`src/logic/tbo_consts.vh`:
```
`ifndef TBO_CONSTS_VH
`define TBO_CONSTS_VH

// ==================================================
// register offsets (byte addresses)
`define TBO_AW            8
`define TBO_OFS_CTRL1     8'h00
`define TBO_OFS_CTRL2     8'h04
`define TBO_OFS_CMODE     8'h18
`define TBO_OFS_CHEN      8'h20
`define TBO_OFS_BDT       8'h44
`define TBO_OFS_DCTRL     8'h48
`define TBO_OFS_DMADDR    8'h4C
`define TBO_OFS_DAUX      8'h50

// ==================================================
// brake_deadtime_control fields
`define TBO_BDT_DTS_HI    7
`define TBO_BDT_LOCK_HI   9
`define TBO_BDT_LOCK_LO   8
`define TBO_BDT_IDLE_OSS  10
`define TBO_BDT_RUN_OSS   11
`define TBO_BDT_BRK_EN    12
`define TBO_BDT_BRK_POL   13
`define TBO_BDT_AUTO_OE   14
`define TBO_BDT_MAIN_OE   15

// ==================================================
// burst_dma_control fields
`define TBO_DC_BASE_HI    4
`define TBO_DC_LEN_HI     12
`define TBO_DC_LEN_LO     8

// ==================================================
// lock levels
`define TBO_LOCK_NONE     2'h0
`define TBO_LOCK_L1       2'h1
`define TBO_LOCK_L2       2'h2
`define TBO_LOCK_L3       2'h3

// ==================================================
// other fields and reset values
`define TBO_CHEN_POL_MASK 16'hAAAA
`define TBO_IDLE_LO       8
`define TBO_RST16         16'h0000
`define TBO_NCH           4

`endif

```
`src/logic/tbo_chan_out.v`:
```
`timescale 1ns/100ps

module tbo_chan_out (
  input  wire clk_sys,
  input  wire rst,
  input  wire main_oe,
  input  wire idle_oss,
  input  wire run_oss,
  input  wire chan_en,
  input  wire comp_en,
  input  wire pol,
  input  wire npol,
  input  wire idle_lvl,
  input  wire nidle_lvl,
  input  wire ref_lvl,
  output reg  oc_r,
  output reg  oc_oe_r,
  output reg  ocn_r,
  output reg  ocn_oe_r
);

  // ==================================================
  // enable edge tracking
  reg en_d_r;
  reg inact_r;
  wire en_rise = chan_en & ~en_d_r;

  always @(posedge clk_sys)
  begin
    if (rst)
    begin
      en_d_r  <= 1'b0;
      inact_r <= 1'b0;
    end
    else
    begin
      en_d_r  <= chan_en;
      inact_r <= en_rise;
    end
  end

  // ==================================================
  // output gating
  always @(posedge clk_sys)
  begin
    if (rst)
    begin
      oc_r     <= 1'b0;
      oc_oe_r  <= 1'b0;
      ocn_r    <= 1'b0;
      ocn_oe_r <= 1'b0;
    end
    else if (main_oe)
    begin
      // run mode: enabled outputs follow the reference
      oc_oe_r  <= chan_en | run_oss;
      ocn_oe_r <= comp_en | run_oss;
      oc_r     <= chan_en ? (ref_lvl ^ pol) : pol;
      ocn_r    <= comp_en ? (~ref_lvl ^ npol) : npol;
    end
    else
    begin
      // idle mode: two inactive cycles stand in for the dead time
      oc_oe_r  <= idle_oss;
      ocn_oe_r <= idle_oss;
      oc_r     <= (en_rise | inact_r) ? pol : idle_lvl;
      ocn_r    <= (en_rise | inact_r) ? npol : nidle_lvl;
    end
  end

endmodule // tbo_chan_out

```
`src/logic/tbo_brake_dma.v`:
```
`timescale 1ns/100ps
`include "tbo_consts.vh"

module tbo_brake_dma (
  input  wire                    clk_sys,
  input  wire                    rst,
  input  wire [`TBO_AW-1:0]      bus_addr,
  input  wire [15:0]             bus_wdata,
  input  wire                    bus_wr,
  input  wire                    bus_rd,
  output reg  [15:0]             bus_rdata,
  input  wire                    brake_input,
  input  wire                    update_evt,
  input  wire [`TBO_NCH-1:0]     compare_ref,
  output reg                     main_output_enable,
  output reg  [1:0]              lock_level,
  output reg  [7:0]              dead_time_setup,
  output reg  [15:0]             compare_mode_cfg,
  output reg  [4:0]              burst_index,
  output reg  [`TBO_AW-1:0]      burst_target_addr,
  output wire [`TBO_NCH-1:0]     compare_output,
  output wire [`TBO_NCH-1:0]     compare_output_oe,
  output wire [`TBO_NCH-1:0]     complementary_compare_output,
  output wire [`TBO_NCH-1:0]     complementary_compare_output_oe
);

  // ==================================================
  // register state
  reg        lock_done_r;
  reg        idle_off_state_select_r;
  reg        run_off_state_select_r;
  reg        brake_function_enable_r;
  reg        brake_active_polarity_r;
  reg        automatic_output_enable_r;
  reg [7:0]  idle_levels_r;
  reg [15:0] chan_ctrl_r;
  reg [4:0]  burst_base_offset_r;
  reg [4:0]  burst_length_r;
  reg        byte_mode_r;
  reg [7:0]  byte_hold_r;
  reg        brk_s1_r;
  reg        brk_s2_r;
  reg [15:0] rdata_nxt;

  // ==================================================
  // lock decode
  wire lock_l1 = (lock_level != `TBO_LOCK_NONE);
  wire lock_l2 = lock_level[1];
  wire lock_l3 = (lock_level == `TBO_LOCK_L3);

  // ==================================================
  // burst redirection
  wire                is_burst  = (bus_addr == `TBO_OFS_DMADDR);
  wire                burst_acc = is_burst & (bus_wr | bus_rd);
  wire [5:0]          slot      = {1'b0, burst_base_offset_r} + {1'b0, burst_index};
  wire [`TBO_AW-1:0]  tgt_addr  = `TBO_OFS_CTRL1 + {slot, 2'b00};
  // a burst aimed at the burst register itself would recurse, so drop it
  wire                tgt_ok    = (tgt_addr != `TBO_OFS_DMADDR);
  wire [`TBO_AW-1:0]  eff_addr  = is_burst ? tgt_addr : bus_addr;
  wire                eff_wr    = bus_wr & (~is_burst | tgt_ok);
  wire                eff_rd    = bus_rd & (~is_burst | tgt_ok);
  wire [15:0]         byte_data = burst_index[0] ? {8'h00, byte_hold_r}
                                                 : {8'h00, bus_wdata[15:8]};
  wire [15:0]         eff_wdata = (is_burst & byte_mode_r) ? byte_data : bus_wdata;

  function wr_hit;
    input [`TBO_AW-1:0] ofs;
    begin
      wr_hit = eff_wr & (eff_addr == ofs);
    end
  endfunction

  wire bdt_wr = wr_hit(`TBO_OFS_BDT);

  // ==================================================
  // brake input
  // pin is synchronised for the auto enable path only;
  // the clear path acts on the raw pin on purpose
  always @(posedge clk_sys)
  begin
    if (rst)
    begin
      brk_s1_r <= 1'b0;
      brk_s2_r <= 1'b0;
    end
    else
    begin
      brk_s1_r <= brake_input;
      brk_s2_r <= brk_s1_r;
    end
  end

  wire brake_sync = brake_function_enable_r
                  & ~(brk_s2_r ^ brake_active_polarity_r);
  wire brake_clr  = brake_function_enable_r
                  & ~(brake_input ^ brake_active_polarity_r);

  // ==================================================
  // main output enable
  always @(posedge clk_sys or posedge brake_clr)
  begin
    if (brake_clr)
      main_output_enable <= 1'b0;
    else if (rst)
      main_output_enable <= 1'b0;
    else if (automatic_output_enable_r & update_evt & ~brake_sync)
      main_output_enable <= 1'b1;
    else if (bdt_wr)
      main_output_enable <= eff_wdata[`TBO_BDT_MAIN_OE];
  end

  // ==================================================
  // brake_deadtime_control
  always @(posedge clk_sys)
  begin
    if (rst)
    begin
      lock_level                <= `TBO_LOCK_NONE;
      lock_done_r               <= 1'b0;
      dead_time_setup           <= 8'h00;
      idle_off_state_select_r   <= 1'b0;
      run_off_state_select_r    <= 1'b0;
      brake_function_enable_r   <= 1'b0;
      brake_active_polarity_r   <= 1'b0;
      automatic_output_enable_r <= 1'b0;
    end
    else if (bdt_wr)
    begin
      lock_done_r <= 1'b1;
      if (!lock_done_r)
        lock_level <= eff_wdata[`TBO_BDT_LOCK_HI:`TBO_BDT_LOCK_LO];
      if (!lock_l1)
      begin
        dead_time_setup           <= eff_wdata[`TBO_BDT_DTS_HI:0];
        brake_function_enable_r   <= eff_wdata[`TBO_BDT_BRK_EN];
        brake_active_polarity_r   <= eff_wdata[`TBO_BDT_BRK_POL];
        automatic_output_enable_r <= eff_wdata[`TBO_BDT_AUTO_OE];
      end
      if (!lock_l2)
      begin
        idle_off_state_select_r <= eff_wdata[`TBO_BDT_IDLE_OSS];
        run_off_state_select_r  <= eff_wdata[`TBO_BDT_RUN_OSS];
      end
    end
  end

  // ==================================================
  // channel, compare mode and idle level registers
  always @(posedge clk_sys)
  begin
    if (rst)
    begin
      chan_ctrl_r      <= `TBO_RST16;
      compare_mode_cfg <= `TBO_RST16;
      idle_levels_r    <= 8'h00;
    end
    else
    begin
      if (wr_hit(`TBO_OFS_CHEN))
      begin
        // polarity bits freeze at level 2, enables stay writable
        if (lock_l2)
          chan_ctrl_r <= (chan_ctrl_r & `TBO_CHEN_POL_MASK)
                       | (eff_wdata & ~`TBO_CHEN_POL_MASK);
        else
          chan_ctrl_r <= eff_wdata;
      end
      if (wr_hit(`TBO_OFS_CMODE) && !lock_l3)
        compare_mode_cfg <= eff_wdata;
      if (wr_hit(`TBO_OFS_CTRL2) && !lock_l1)
        idle_levels_r <= eff_wdata[15:`TBO_IDLE_LO];
    end
  end

  // ==================================================
  // burst_dma_control and burst options
  always @(posedge clk_sys)
  begin
    if (rst)
    begin
      burst_base_offset_r <= 5'h00;
      burst_length_r      <= 5'h00;
      byte_mode_r         <= 1'b0;
    end
    else
    begin
      if (wr_hit(`TBO_OFS_DCTRL))
      begin
        burst_base_offset_r <= eff_wdata[`TBO_DC_BASE_HI:0];
        burst_length_r      <= eff_wdata[`TBO_DC_LEN_HI:`TBO_DC_LEN_LO];
      end
      if (wr_hit(`TBO_OFS_DAUX))
        byte_mode_r <= eff_wdata[0];
    end
  end

  // ==================================================
  // burst index and byte pairing
  always @(posedge clk_sys)
  begin
    if (rst)
    begin
      burst_index       <= 5'h00;
      burst_target_addr <= `TBO_OFS_CTRL1;
      byte_hold_r       <= 8'h00;
    end
    else if (burst_acc)
    begin
      burst_target_addr <= tgt_addr;
      if (burst_index == burst_length_r)
        burst_index <= 5'h00;
      else
        burst_index <= burst_index + 5'h01;
      if (bus_wr && !burst_index[0])
        byte_hold_r <= bus_wdata[7:0];
    end
    else if (bus_wr && bus_addr == `TBO_OFS_DCTRL)
      burst_index <= 5'h00;
  end

  // ==================================================
  // read path
  always @*
  begin
    rdata_nxt = `TBO_RST16;
    case (eff_addr)
      `TBO_OFS_BDT:
        rdata_nxt = {main_output_enable, automatic_output_enable_r,
                     brake_active_polarity_r, brake_function_enable_r,
                     run_off_state_select_r, idle_off_state_select_r,
                     lock_level, dead_time_setup};
      `TBO_OFS_DCTRL:
        rdata_nxt = {3'h0, burst_length_r, 3'h0, burst_base_offset_r};
      `TBO_OFS_CHEN:
        rdata_nxt = chan_ctrl_r;
      `TBO_OFS_CMODE:
        rdata_nxt = compare_mode_cfg;
      `TBO_OFS_CTRL2:
        rdata_nxt = {idle_levels_r, 8'h00};
      `TBO_OFS_DAUX:
        rdata_nxt = {15'h0000, byte_mode_r};
      default:
        rdata_nxt = `TBO_RST16;
    endcase
  end

  always @(posedge clk_sys)
  begin
    if (rst)
      bus_rdata <= `TBO_RST16;
    else if (eff_rd)
    begin
      // byte bursts hand back only the low byte of each target
      if (is_burst & byte_mode_r)
        bus_rdata <= {8'h00, rdata_nxt[7:0]};
      else
        bus_rdata <= rdata_nxt;
    end
    else
      bus_rdata <= `TBO_RST16;
  end

  // ==================================================
  // compare output stages
  genvar ch;
  generate
    for (ch = 0; ch < `TBO_NCH; ch = ch + 1)
    begin : g_chan
      tbo_chan_out u_out (
        .clk_sys   (clk_sys),
        .rst       (rst),
        .main_oe   (main_output_enable),
        .idle_oss  (idle_off_state_select_r),
        .run_oss   (run_off_state_select_r),
        .chan_en   (chan_ctrl_r[4*ch]),
        .comp_en   (chan_ctrl_r[4*ch+2]),
        .pol       (chan_ctrl_r[4*ch+1]),
        .npol      (chan_ctrl_r[4*ch+3]),
        .idle_lvl  (idle_levels_r[2*ch]),
        .nidle_lvl (idle_levels_r[2*ch+1]),
        .ref_lvl   (compare_ref[ch]),
        .oc_r      (compare_output[ch]),
        .oc_oe_r   (compare_output_oe[ch]),
        .ocn_r     (complementary_compare_output[ch]),
        .ocn_oe_r  (complementary_compare_output_oe[ch])
      );
    end
  endgenerate

endmodule // tbo_brake_dma

```
`config.mk`:
```
export PLATFORM = sky130hd
export DESIGN_NAME = tbo_brake_dma
export DESIGN_NICKNAME = d
export VERILOG_FILES = /design/src/logic/tbo_chan_out.v /design/src/logic/tbo_brake_dma.v
export VERILOG_INCLUDE_DIRS = /design/src /design/src/logic
export SDC_FILE = /design/constraint.sdc
export NUM_CORES = 1
export LEC_CHECK = 0
export BUFFER_PORTS_ARGS = -buffer_cell sky130_fd_sc_hd__buf_2
export CAP_MARGIN = 10
export CORE_UTILIZATION = 55
export DETAILED_ROUTE_END_ITERATION = 8
export MAX_ROUTING_LAYER = met4
export PLACE_DENSITY = 0.85
export SLEW_MARGIN = 10
export SYNTH_ARGS = -nofsm -noshare
export SYNTH_HDL_FRONTEND = slang
export SYNTH_SLANG_ARGS = --single-unit
```
`constraint.sdc`:
```
create_clock -name clk_sys -period 0.8 [get_ports clk_sys]
set_input_delay 0.08 -clock clk_sys [delete_from_list [all_inputs] [get_ports clk_sys]]
set_output_delay 0.08 -clock clk_sys [all_outputs]
set_load 0.1 [all_outputs]
```
==> results of run 1 <==
## cell usage after synthesis, drive strengths merged, types with 4 or more instances
library cell and instances:
clkbuf 27, a211oi 8, inv 8, a222oi 7
nor2b 9, a31oi 5, or4 4, mux2i 80
nand4b 4, nor2 106, a22oi 8, a21o 5
nand3 18, or3 6, buf 31, xnor2 7
a21oi 42, o21a 8, nand3b 9, nand2 36
and2 17, a221oi 6, o21ai 23, dfxtp 128
ha 6, nor3 12, nand2b 10
## logic make-up after synthesis
kind of cell,after synthesis,synth area share (%)
other,1,0.0623
muxes,81,13.5
DFF,129,43.0
AOI/OAI and AO/OA,126,14.1
adders and majority gates,7,1.58
xor gates and xnor gates,10,1.46
and+or+nand+nor,245,20.6
buffers and inverters,66,5.70
## stage by stage
step,TNS (ns),area (sq um)
detailed placement,-220.68,8890
global placement,-204.54,8890
floorplan,-199.36,6410
==> results.yml, run 1 <==
floorplan:
  rows: 37
  fp.dieH_um: 107
  ios: 106
  initial_utilization_pct: 57.5
  die_w_um: 107
status:
  failed_stage: "clock tree synthesis (4_1_cts)"
  status: "stopped before the end"
  first-error: "[ERROR DPL-0038] Utilization greater than 100%, impossible to legalize"
yosys:
  syn_avg_cell_area_sq_um: 9.05
  synthArstFlopShare_pct: 0.775
  yosys.area.top_type: "dfxtp_1"
  yosysSeqAreaShare_pct: 43.0
  ys.flop_type: "dfxtp_1"
  yosysUniqueCellTypes: 62
  yosys-top-cells-area: "dfxtp_1 (43%), mux2i_1 (13%), nor2_1 (6.6%), a21oi_1 (3.5%), buf_4 (2.2%)"
  syn_area_sq_mm: 0.00602
  ys_seq_elements: 129
  synth_cells: 665
  synth-edff-count: 0
  ys_warn_count: 0
  yosys.area.top_type_share_pct: 42.6
placement:
  dpl.cell_count: 992
  place_ws_ns: -2.63
  place.gp.congestion: 1.02
  port_buffers: 103
  dp_hpwl_um: 17000
clock_tree:
  cts_setup_buffers: 45
  h-tree-depth: 4
  cts_buffer_depth: 2
  cts_sinks: 129
  cts_buffers: 17
  ctsRootBufferMaster: "clkbuf_8"
  postCtsResizedCells: 180
  postCtsHoldBufs: 12
==> inputs of run 2 (changes only) <==
Settings changed: CORE_UTILIZATION 55 to 40, MAX_ROUTING_LAYER met4 to not set, PLACE_DENSITY 0.85 to not set, PLACE_DENSITY_LB_ADDON set to 0.15.
==> results.yml, run 2 <==
routing:
  via_per_inst: 5.49
  drt-wirelength-per-cell_um: 19.6
  drt_iter0_markers: 527
  drt_first_pass_iters: 5
  drc_errors: 0
  vias: 6348
  detail-route-antenna-nets: 0
  drt_wl_total_um: 22700
floorplan:
  die_w_um: 125
  ios: 106
  initial_utilization_pct: 41.2
  rows: 44
  dieArea_sq_mm: 0.0155
  fp.dieH_um: 125
  coreArea_sq_mm: 0.0146
worst_setup_path:
  cp_max_fo: 18
  crit_type: "flip-flop to flip-flop"
  crit_path_end_kind: "flip-flop"
  crit_required_ns: 1.10
  critical_path_arrival_ns: 3.37
  start_kind: "flip-flop"
clock_tree:
  ctsRootBufferMaster: "clkbuf_16"
  clk_latency_ns: 0.42
  cts_buffers: 17
  h-tree-depth: 4
  cts_sinks: 129
  cts_tree: "yes"
  cts_buffer_depth: 2
  clk_pin_slew_ns: 0.06
sta:
  drv_slew: 0
  whs_ns: 0.0305
  hold_viol: 0
  fin_ws_ns: -2.28
  fmax_mhz: 325
  period_needed_ns: 3.08
  tightestPinTransition_ns: 0.528
  grt_setup_unrepaired: "true"
  finalSetupViolCount: 192
  skew_ns: 0.0111
  slew_headroom_pct: 64.5
  post-route-period-util_pct: 384
power:
  ir_worst_vdd_uv: 1350
  p_total_w: 0.0143
  powerDensity_mw_per_mm2: 1290
  p_leak_nw: 4.69
cells_and_area:
  layout_common_cells: "buf_4 (137), nor2_1 (97), mux2i_1 (79), buf_12 (79), buf_6 (73)"
  fill_cells: 942
  diodes: 0
  layout.cells.non_filler: 1157
  reg_top3: "bus_rdata x16, chan_ctrl_r x16, compare_mode_cfg x16"
  area_delta_synth_final_pct: 84.1
  mostFrequentLayoutCell: "buf_4"
  nNetsFinal: 1003
  final_layout_size_suffix_gt1_share_pct: 55.7
placement:
  place.gp.congestion: 0.873
  place_ws_ns: -2.54
  port_buffers: 103
  dpl.cell_count: 1043
  dp_hpwl_um: 15200
yosys:
  yosysUniqueCellTypes: 62
  yosys.area.top_type: "dfxtp_1"
  synth_cells: 665
  synth-edff-count: 0
  synthTopCellsByCount: "dfxtp_1 (128), nor2_1 (105), mux2i_1 (80)"
  yosysSeqAreaShare_pct: 43.0
  yosys.area.top_type_share_pct: 42.6
  synthArstFlopShare_pct: 0.775
  syn_area_sq_mm: 0.00602
  yosys-top-cells-area: "dfxtp_1 (43%), mux2i_1 (13%), nor2_1 (6.6%), a21oi_1 (3.5%), buf_4 (2.2%)"
  syn_avg_cell_area_sq_um: 9.05
  ys.flop_type: "dfxtp_1"
  ys_warn_count: 0
  synthMostInstantiatedCell: "dfxtp_1"
  ys_seq_elements: 129
grt:
  grt_pass1_wl_um: 35100
  grt_pass1_vias: 6607
  met1_usage_pct: 36.9
  grt_max_degree: 50
  track_usage_pct: 29.1
  grt.met2_usage_pct: 47.0
  antenna_found_initial: 0
  grt.busiest_layer: "met2"
  met3_usage_pct: 7.22
  grt_overflow: 0
min_path:
  hold_path_class: "input port to flip-flop"
status:
  status: "finished, violations left"
  failed_checks: "negative setup slack"
flow_run:
  maxCapViolCount: 0
[run 2: cell counts after synthesis]
No cell type changed its count.
[run 2: per-stage QoR]
step	util, %	instance area, sq um	setup TNS [ns]
CTS	73.8	10800	-215.01
global placement	61.4	8960	-222.77
floorplan	-	6410	-199.36
finish	75.9	11100	-218.87
global route	75.9	11100	-229.41
detailed placement	61.4	8960	-222.31
[run 2: timing repair]
action	in CTS	in global routing
gates resized for setup	184	53
hold buffers	10	0
setup buffers	55	27
pin swaps	55	43
cloned	4	0
endpoints found under the hold margin	11	0
setup endpoints to repair	193	193
[run 2: metal layers]
metal  share of wire (%)  vias up
met4                 3.3        0
met1                  41     3095
li1                    -     2922
met3                 7.5       51
met5                   0        -
met2                  48      280
[run 2: layout make-up]
| type | instances | area [sq um] | share of cell area, % |
|---|---|---|---|
| sequential | 129 | 2730 | 24.6 |
| timing repair buffer | 334 | 3750 | 33.8 |
| multi-input combinational | 471 | 3790 | 34.2 |
| inverter | 8 | 37.5 | 0.339 |
| clock buffer | 25 | 505 | 4.56 |
| clock inverter | 5 | 30.0 | 0.271 |
| tap | 184 | 230 | 2.08 |
| timing repair inverter | 1 | 8.76 | 0.0791 |
[run 2: path summary, 6_finish.rpt]
path                                         startpoint                   end  slack (ns)  cells past startpoint
max in group asynchronous       brake_active_polarity_r    main_output_enable        0.23                      4
worst max register to register           burst_index[0]   compare_mode_cfg[8]       -2.28                     12
min in group asynchronous                   brake_input    main_output_enable        0.12                      4
worst min register to register  brake_function_enable_r    main_output_enable        0.20                      2
worst min-delay path                     compare_ref[1]  g_chan[1].u_out.oc_r        0.03                      3
worst max-delay path                     burst_index[0]   compare_mode_cfg[8]       -2.28                     12
[run 2: power breakdown]
part	internal [W]	leakage, nW	switching (W)	total (W)
combinational	0.000405	3.34	0.000514	0.000919
clock	0.00431	0.261	0.00270	0.00701
sequential	0.00639	1.09	0.00000790	0.00639
[run 2: cell families after synthesis]
logic type                 count (synthesis)  synth area share, %
muxes                                     81                 13.5
other                                      1               0.0623
adders and majority gates                  7                 1.58
and+or+nand+nor                          245                 20.6
buffers and inverters                     66                 5.70
DFF                                      129                 43.0
xor gates and xnor gates                  10                 1.46
AOI/OAI and AO/OA                        126                 14.1
[run 2: worst max-delay path, stage by stage (launching register included)]
cell and delay (ns):
dfxtp_4 0.35, ha_4 0.16, fa_2 0.58, buf_6 0.12, nand2_1 0.07, or4_1 0.42, a311oi_2 0.30, nand2b_4 0.21
buf_6 0.11, a2111o_1 0.16, buf_12 0.20, mux2i_1 0.22, nor2_1 0.06
No activity file was read; power rests on OpenSTA's default activity.
